--- config.mk ---
export PLATFORM = sky130hd
export DESIGN_NAME = supply_supervisor_regulator_ctrl
export DESIGN_NICKNAME = d
export VERILOG_FILES = /design/src/supply_pkg.sv /design/src/comparator_if.sv /design/src/level_sync.sv /design/src/supply_supervisor_regulator_ctrl.sv
export SDC_FILE = /design/constraint.sdc
export NUM_CORES = 1
export LEC_CHECK = 0
export ABC_CLOCK_PERIOD_IN_PS = 6200
export BUFFER_PORTS_ARGS = -buffer_cell sky130_fd_sc_hd__buf_2
export CAP_MARGIN = 20
export CELL_PAD_IN_SITES_DETAIL_PLACEMENT = 1
export CELL_PAD_IN_SITES_GLOBAL_PLACEMENT = 1
export CORE_ASPECT_RATIO = 1.2
export CORE_MARGIN = 4
export CORE_UTILIZATION = 43
export DETAILED_ROUTE_END_ITERATION = 8
export GPL_TIMING_DRIVEN = 0
export PLACE_DENSITY = 0.92
export SYNTH_ARGS = -nofsm -noshare
export SYNTH_HDL_FRONTEND = slang
export SYNTH_SLANG_ARGS = --single-unit
--- constraint.sdc ---
create_clock -name ref_clk -period 6.2 [get_ports ref_clk]
set_input_delay 0.93 -clock ref_clk [delete_from_list [all_inputs] [get_ports ref_clk]]
set_output_delay 0.93 -clock ref_clk [all_outputs]
set_load 0.01 [all_outputs]
--- src/supply_pkg.sv ---
/*
  Constants and types shared by the supply supervisor and regulator control.
  Assumes a single 20 MHz clock domain and digital comparator levels.
*/
package supply_pkg;

  // ------------------------------------------------------------
  // Timing
  // ------------------------------------------------------------
  localparam int CLK_PERIOD_NS = 50;
  localparam int OPT_LOAD_NS = 1000;
  localparam int OPT_LOAD_CYCLES = (OPT_LOAD_NS + CLK_PERIOD_NS - 1) / CLK_PERIOD_NS;
  localparam int SYNC_STAGES = 2;

  // ------------------------------------------------------------
  // Threshold selections
  // ------------------------------------------------------------
  localparam int BROWNOUT_LEVELS = 5;
  localparam int MONITOR_LEVELS = 7;
  localparam logic [2:0] BROWNOUT_SEL_RESET = 3'h0;
  localparam logic [2:0] BROWNOUT_SEL_MAX = 3'h4;
  localparam logic [2:0] MONITOR_SEL_MAX = 3'h6;
  localparam logic [2:0] MONITOR_SEL_RESET = 3'h0;

  // ------------------------------------------------------------
  // Interrupt edge selection field positions
  // ------------------------------------------------------------
  localparam int EDGE_FALL_BIT = 0;
  localparam int EDGE_RISE_BIT = 1;

  // ------------------------------------------------------------
  // Modes
  // ------------------------------------------------------------
  typedef enum logic [2:0] {
    PWR_RUN,
    PWR_SLEEP,
    PWR_LP_RUN,
    PWR_LP_SLEEP,
    PWR_STOP,
    PWR_STANDBY
  } power_mode_t;

  typedef enum logic [1:0] {
    REG_MAIN,
    REG_LOW_POWER,
    REG_POWER_DOWN
  } regulator_mode_t;

endpackage : supply_pkg

--- src/comparator_if.sv ---
/*
  Carrier for synchronised comparator levels between design modules.
  Assumes producer and consumer share ref_clk.
*/
`timescale 1ns/1ps
interface comparator_if;
  logic supply_ok;
  logic brownout_ok;
  logic monitor_above;

  modport producer (output supply_ok, output brownout_ok, output monitor_above);
  modport consumer (input supply_ok, input brownout_ok, input monitor_above);
endinterface : comparator_if

--- src/level_sync.sv ---
/*
  Two-flop synchroniser for one asynchronous level.
  Assumes a synchronous active-high reset on the same clock.
*/
`timescale 1ns/1ps
module level_sync #(
  parameter logic RESET_VALUE = 1'b0
) (
  // Clock and reset
  input wire logic ref_clk,
  input wire logic rst,
  // Level in and out
  input wire logic async_in,
  output logic sync_out
);

  logic meta_reg;
  logic meta_next;
  logic sync_reg;
  logic sync_next;

  // Next values of both stages
  always_comb begin
    meta_next = async_in;
    sync_next = meta_reg;
  end

  // Register stages
  always_ff @(posedge ref_clk) begin
    if (rst) begin
      meta_reg <= RESET_VALUE;
      sync_reg <= RESET_VALUE;
    end else begin
      meta_reg <= meta_next;
      sync_reg <= sync_next;
    end
  end

  assign sync_out = sync_reg;

endmodule : level_sync

--- src/supply_supervisor_regulator_ctrl.sv ---
/*
  Supply supervision and regulator mode control.
  Assumes comparator levels from analog blocks are asynchronous, option
  byte values are held stable by the loader while it reports done, and
  power mode requests come from the power-mode controller on ref_clk.
*/
`timescale 1ns/1ps

module supply_supervisor_regulator_ctrl #(
  parameter int OPT_LOAD_CYCLES_P = supply_pkg::OPT_LOAD_CYCLES
) (
  // Clock and reset
  input wire logic ref_clk,
  input wire logic rst,
  // Analog comparator levels (asynchronous)
  input wire logic power_on_down_reset_ok,
  input wire logic brownout_detector_ok,
  input wire logic supply_level_monitor_above,
  // Option byte loader
  input wire logic opt_load_done,
  input wire logic opt_brownout_enable,
  input wire logic [2:0] opt_brownout_sel,
  output logic opt_load_start,
  // Software configuration
  input wire logic monitor_enable,
  input wire logic [2:0] monitor_level_sel,
  input wire logic [1:0] monitor_edge_sel,
  input wire logic monitor_irq_clear,
  input wire logic vref_off_in_stop,
  // Device power mode
  input wire supply_pkg::power_mode_t power_mode,
  // Outputs to analog and system
  output logic internal_reset,
  output logic brownout_active,
  output logic [2:0] brownout_threshold_sel,
  output logic monitor_active,
  output logic [2:0] monitor_threshold_sel,
  output logic monitor_irq,
  output logic monitor_above,
  output logic internal_voltage_reference_on,
  output supply_pkg::regulator_mode_t regulator_mode,
  output logic kernel_power_on,
  output logic kernel_state_lost
);
  import supply_pkg::*;

  // ------------------------------------------------------------
  // Comparator synchronisation
  // ------------------------------------------------------------
  comparator_if cmp ();

  level_sync #(.RESET_VALUE(1'b0)) sync_supply (
    .ref_clk(ref_clk),
    .rst(rst),
    .async_in(power_on_down_reset_ok),
    .sync_out(cmp.supply_ok)
  );
  level_sync #(.RESET_VALUE(1'b0)) sync_brownout (
    .ref_clk(ref_clk),
    .rst(rst),
    .async_in(brownout_detector_ok),
    .sync_out(cmp.brownout_ok)
  );
  level_sync #(.RESET_VALUE(1'b0)) sync_mon (
    .ref_clk(ref_clk),
    .rst(rst),
    .async_in(supply_level_monitor_above),
    .sync_out(cmp.monitor_above)
  );

  // ------------------------------------------------------------
  // Start-up sequencer
  // ------------------------------------------------------------
  typedef enum logic [1:0] {
    SEQ_WAIT_SUPPLY,
    SEQ_LOAD,
    SEQ_READY
  } seq_state_t;

  seq_state_t seq_reg;
  seq_state_t seq_next;
  logic [15:0] load_cnt_reg;
  logic [15:0] load_cnt_next;
  logic brownout_en_reg;
  logic brownout_en_next;
  logic [2:0] brownout_sel_reg;
  logic [2:0] brownout_sel_next;
  logic supply_low;

  // reset while low; brownout counts only while enabled
  always_comb begin
    supply_low = !cmp.supply_ok || (brownout_en_reg && !cmp.brownout_ok);
  end

  // Sequencer next state and option capture
  always_comb begin
    seq_next = seq_reg;
    load_cnt_next = load_cnt_reg;
    brownout_en_next = brownout_en_reg;
    brownout_sel_next = brownout_sel_reg;
    case (seq_reg)
      SEQ_WAIT_SUPPLY: begin
        // Load time restarts after every supply dip
        load_cnt_next = 16'h0000;
        if (!supply_low) begin
          seq_next = SEQ_LOAD;
        end
      end
      SEQ_LOAD: begin
        if (supply_low) begin
          // Supply lost mid-load, start over
          seq_next = SEQ_WAIT_SUPPLY;
        end else if (opt_load_done && (32'(load_cnt_reg) + 1 >= OPT_LOAD_CYCLES_P)) begin
          // options confirm, change or disable brownout
          brownout_en_next = opt_brownout_enable;
          if (opt_brownout_sel > BROWNOUT_SEL_MAX) begin
            brownout_sel_next = BROWNOUT_SEL_MAX;
          end else begin
            brownout_sel_next = opt_brownout_sel;
          end
          seq_next = SEQ_READY;
        end else if (32'(load_cnt_reg) + 1 < OPT_LOAD_CYCLES_P) begin
          // Minimum load time, done ignored until it elapses
          load_cnt_next = load_cnt_reg + 16'h0001;
        end
      end
      SEQ_READY: begin
        if (supply_low) begin
          seq_next = SEQ_WAIT_SUPPLY;
        end
      end
      default: begin
        seq_next = SEQ_WAIT_SUPPLY;
      end
    endcase
  end

  // Sequencer registers; brownout active from power-on by default
  always_ff @(posedge ref_clk) begin
    if (rst) begin
      seq_reg <= SEQ_WAIT_SUPPLY;
      load_cnt_reg <= 16'h0000;
      brownout_en_reg <= 1'b1;
      brownout_sel_reg <= BROWNOUT_SEL_RESET;
    end else begin
      seq_reg <= seq_next;
      load_cnt_reg <= load_cnt_next;
      brownout_en_reg <= brownout_en_next;
      brownout_sel_reg <= brownout_sel_next;
    end
  end

  // ------------------------------------------------------------
  // Supply level monitor
  // ------------------------------------------------------------
  logic mon_prev_reg;
  logic mon_prev_next;
  logic mon_irq_reg;
  logic mon_irq_next;
  logic [2:0] mon_sel_reg;
  logic [2:0] mon_sel_next;
  logic mon_fall;
  logic mon_rise;
  logic mon_on;

  always_comb begin
    mon_on = monitor_enable && (seq_reg == SEQ_READY);
    if (monitor_level_sel > MONITOR_SEL_MAX) begin
      mon_sel_next = MONITOR_SEL_MAX;
    end else begin
      mon_sel_next = monitor_level_sel;
    end
    // Level follows the comparator only while active
    mon_prev_next = mon_prev_reg;
    if (mon_on) begin
      mon_prev_next = cmp.monitor_above;
    end
    // Edges against the last sampled level
    mon_fall = mon_on && mon_prev_reg && !cmp.monitor_above;
    mon_rise = mon_on && !mon_prev_reg && cmp.monitor_above;
    mon_irq_next = mon_irq_reg;
    if (monitor_irq_clear) begin
      mon_irq_next = 1'b0;
    end
    if ((mon_fall && monitor_edge_sel[EDGE_FALL_BIT]) ||
        (mon_rise && monitor_edge_sel[EDGE_RISE_BIT])) begin
      mon_irq_next = 1'b1;
    end
  end

  // Monitor registers
  always_ff @(posedge ref_clk) begin
    if (rst) begin
      mon_prev_reg <= 1'b0;
      mon_irq_reg <= 1'b0;
      mon_sel_reg <= MONITOR_SEL_RESET;
    end else begin
      mon_prev_reg <= mon_prev_next;
      mon_irq_reg <= mon_irq_next;
      mon_sel_reg <= mon_sel_next;
    end
  end

  // ------------------------------------------------------------
  // Regulator and reference control
  // ------------------------------------------------------------
  regulator_mode_t reg_mode_reg;
  regulator_mode_t reg_mode_next;
  logic vref_on_reg;
  logic vref_on_next;
  logic lost_reg;
  logic lost_next;

  // Mode decode from device power mode
  always_comb begin
    case (power_mode)
      PWR_RUN, PWR_SLEEP: begin
        reg_mode_next = REG_MAIN;
      end
      PWR_LP_RUN, PWR_LP_SLEEP, PWR_STOP: begin
        reg_mode_next = REG_LOW_POWER;
      end
      PWR_STANDBY: begin
        reg_mode_next = REG_POWER_DOWN;
      end
      default: begin
        reg_mode_next = REG_MAIN;
      end
    endcase
    vref_on_next = 1'b1;
    if ((power_mode == PWR_STOP) && vref_off_in_stop) begin
      vref_on_next = 1'b0;
    end
    // Reference always off in Standby
    if (power_mode == PWR_STANDBY) begin
      vref_on_next = 1'b0;
    end
    lost_next = lost_reg;
    if (power_mode == PWR_STANDBY) begin
      lost_next = 1'b1;
    end else if (power_mode == PWR_RUN) begin
      lost_next = 1'b0;
    end
  end

  // Regulator registers
  always_ff @(posedge ref_clk) begin
    if (rst) begin
      reg_mode_reg <= REG_MAIN;
      vref_on_reg <= 1'b1;
      lost_reg <= 1'b0;
    end else begin
      reg_mode_reg <= reg_mode_next;
      vref_on_reg <= vref_on_next;
      lost_reg <= lost_next;
    end
  end

  // ------------------------------------------------------------
  // Outputs
  // ------------------------------------------------------------
  // internal reset held until ready
  assign internal_reset = (seq_reg != SEQ_READY);
  assign opt_load_start = (seq_reg == SEQ_LOAD);

  assign brownout_active = brownout_en_reg;
  assign brownout_threshold_sel = brownout_sel_reg;

  assign monitor_active = mon_on;
  assign monitor_threshold_sel = mon_sel_reg;
  assign monitor_irq = mon_irq_reg;
  assign monitor_above = mon_prev_reg;

  assign internal_voltage_reference_on = vref_on_reg;
  assign regulator_mode = reg_mode_reg;
  assign kernel_power_on = (reg_mode_reg != REG_POWER_DOWN);
  assign kernel_state_lost = lost_reg;

endmodule : supply_supervisor_regulator_ctrl

==> metrics.md <==
| Metric | Value |
|---|---|
| CTS Buf Count | `5` |
| Req. time, crit path | `6.36 ns` |
| First-pass DRT Iterations | `5` |
| Routed WL per cell | `19.0 µm` |
| Max reg flops | `16` |
| # IOs | `38` |
| Worst skew pair latency | `0.30 ns` |
| Count of final hold-check violations | `0` |
| Die Width | `66.1 µm` |
| Seq/Total Area, Yosys | `42.5%` |
| Final Non-Filler Cells | `293` |
| Largest net degree at the start of global routing | `14` |
| Cells after Synth | `194` |
| Setup crit end | `brownout_threshold_sel[1]` |
| Synth area leaders | `dfxtp_1 42%, mux2i_1 6.9%, a21boi_0 4.7%` |
| CTS Sinks | `37` |
| Initial antenna violation count | `0` |
| Net count after synthesis | `216` |
| Outcome | `complete, no violations` |
| Flops & latches, synth | `37` |
| Synth warnings | `0` |
| Pre-CTS setup slack | `3.41 ns` |
| GR Overflow Total | `0` |
| Clock buffer depth | `2` |
| CP endpoint kind | `register` |
| H-tree levels | `2` |
| Initial cell density of the core | `44.2%` |
| Critical path launch point | `load_cnt_reg[0]` |
| Synth Flop Type | `dfxtp_1` |
| Die height | `77.7 µm` |
| FF-to-FF End | `brownout_threshold_sel[1]` |
| Vias in the first global route | `1,913` |
| CTS tree | `done` |
| Final worst slack | `3.16 ns` |
| Setup TNS | `0 ns` |
| # rows | `25` |
| Port Buffers | `37` |
| CP Launch Type | `register` |
| Final slew viol count | `0` |
| Ant diodes | `0` |
| Top cell type by total area after synthesis | `dfxtp_1` |
| Post-layout nets | `260` |
| Finished layout cell area | `~2100 µm²` |
| PostCTS Resize Cnt | `0` |
| Leakage | `0.000842 µW` |
| Final Skew | `0.00674 ns` |
| DIE AREA | `5140 µm²` |
| Number of synthesized flops with an enable pin | `0` |
| Layout cell share with drive strength beyond 1 | `23.8%` |
| Crit path kind | `register to register` |
| Initial DRC Count | `51` |
| Routed via count | `~1,700` |
| Placed instance area | `2000 µm²` |
| Most common cell in the netlist | `dfxtp_1` |
| Syn Std Cell Area | `1740 µm²` |
| Maximum capacitance violations | `0` |
| Internal reg-to-reg setup slack | `3.16 ns` |
| Avg Inst Size Synth | `8.98 µm²` |
| Clock root buffer | `clkbuf_8` |
| First-pass GRT wire length | `9310 µm` |
| Setup violators final | `0` |
| Clock-pin slew on the worst setup and hold paths | `0.08 ns` |
| Max_slew headroom | `between 40% and 50%` |
| Hold_buf cts | `0` |
| Drt total wl | `5560 µm` |
| CP Max Fanout | `8` |
| R2R cell count | `7` |
| Area grow syn2layout | `22.4%` |
| Post-route ant nets | `0` |
| Vias/cell | `5.83` |
| Residual DRC count | `0` |
| Share of the synthesized area in the top cell type | `42.5%` |
| Clock period minus worst slack | `between 3 and 4 ns` |
| Total GRT Usage | `23.7%` |
| Final core occ | `54.1%` |
| Slew at the pin closest to its max-slew limit | `0.885 ns` |
| Worst IR drop on VDD | `approximately 0.19 mV` |
| RSZ-0062 raised after global routing | `no` |
| Synth cell types | `48` |
| Pwr Density | `244 nW/µm²` |
| Max Fclk | `roughly 330 MHz` |
| Number of post-CTS setup repair buffers | `0` |
| Cells after DPL | `285` |
| Tcrit/Tclk final | `49.0%` |
| CP arrival | `3.20 ns` |
| Routability cong. | `0.743` |
| Synth cell count leaders | `37 x dfxtp_1, 14 x nor2_1, 13 x nor2b_1, 12 x mux2i_1, 11 x a21boi_0` |
| Post-detail-place hpwl | `between 3000 and 4000 µm` |
| Core ar. | `3940 µm²` |
| Share of synthesized registers carrying an async set or reset | `0%` |
| Crit Reg-Reg Startpoint | `load_cnt_reg[0]` |
| Worst hold path class | `register to register` |
cell usage in the layout, fill, tap and decap left out, types with 2 or more instances in the layout:
| master | count |
|---|---|
| and3_1 | 4 |
| mux2i_1 | 12 |
| nor2b_1 | 13 |
| nor3_1 | 5 |
| clkbuf_8 | 5 |
| o21ai_0 | 6 |
| a31oi_1 | 3 |
| nor2_1 | 14 |
| inv_1 | 4 |
| xor2_1 | 3 |
| nand3_1 | 8 |
| nand2b_1 | 10 |
| a21boi_0 | 11 |
| a21oi_1 | 5 |
| nand3b_1 | 3 |
| o211ai_1 | 2 |
| nand2_1 | 10 |
| buf_2 | 38 |
| or3b_2 | 2 |
| dfxtp_1 | 37 |
| or3_1 | 2 |
| a311oi_1 | 2 |
| bufinv_16 | 2 |
| clkbuf_1 | 7 |
| nand4_1 | 5 |
cell type report:
cell class | instances | area (µm²)
Fill cell | 484 | 1810
Multi-Input combinational cell | 144 | 951
Sequential cell | 37 | 741
Timing Repair Buffer | 37 | 185
Clock buffer | 5 | 68.8
Clock inverter | 3 | 68.8
Tap cell | 54 | 67.6
Buffer | 9 | 36.3
Inverter | 4 | 15.0
layer usage:
layer	track usage, %	vias to the layer above	share of wire, %
li1	-	785	-
met1	24.1	836	38
met2	42.1	59	52
met3	6.80	27	5.1
met4	13.0	0	4.0
met5	0	-	0
power by group:
part / internal, µW / switching (µW)
clock network: 162 / 93.1
registers: 242 / 1.71
logic: 10.9 / 11.6
worst min path at each step:
stage,from,endpoint,slack [ns],cells after the start
6_report,sync_supply.meta_reg,sync_supply.sync_out,0.45,1
5_1_grt,sync_supply.meta_reg,sync_supply.sync_out,0.47,1
4_1_cts,sync_supply.meta_reg,sync_supply.sync_out,0.45,1
3_5_place_dp,sync_supply.meta_reg,sync_supply.sync_out,0.43,1
3_3_place_gp,sync_supply.meta_reg,sync_supply.sync_out,0.42,1
2_1_floorplan,sync_brownout.meta_reg,sync_brownout.sync_out,0.41,1
critical path, cell delays in order (launching register included):
cell     delay [ns]
dfxtp_1        0.51
ha_1           0.34
nand3_1        0.18
nor4_1         0.44
xor2_1         0.17
nor4_2         0.69
a21oi_1        0.37
mux2i_1        0.21
metrics by stage:
stage,total power (µW),hold slack [ns]
2_1_floorplan,258,0.414
3_3_place_gp,269,0.416
3_5_place_dp,271,0.432
4_1_cts,524,0.451
5_1_grt,537,0.469
6_report,521,0.446
cells by family (layout without fill, tap and decap cells):
logic type / count (synthesis) / count (layout) / share of synthesized area (%)
flops: 37 / 37 / 42.5
buf+inv: 13 / 58 / 2.94
simple gates: 86 / 86 / 28.1
fa+ha+maj: 1 / 1 / 0.718
mux: 12 / 12 / 6.89
compound gates: 41 / 41 / 16.8
xor+xnor: 4 / 4 / 2.01
Note: power is estimated with default switching activity, not from simulation.
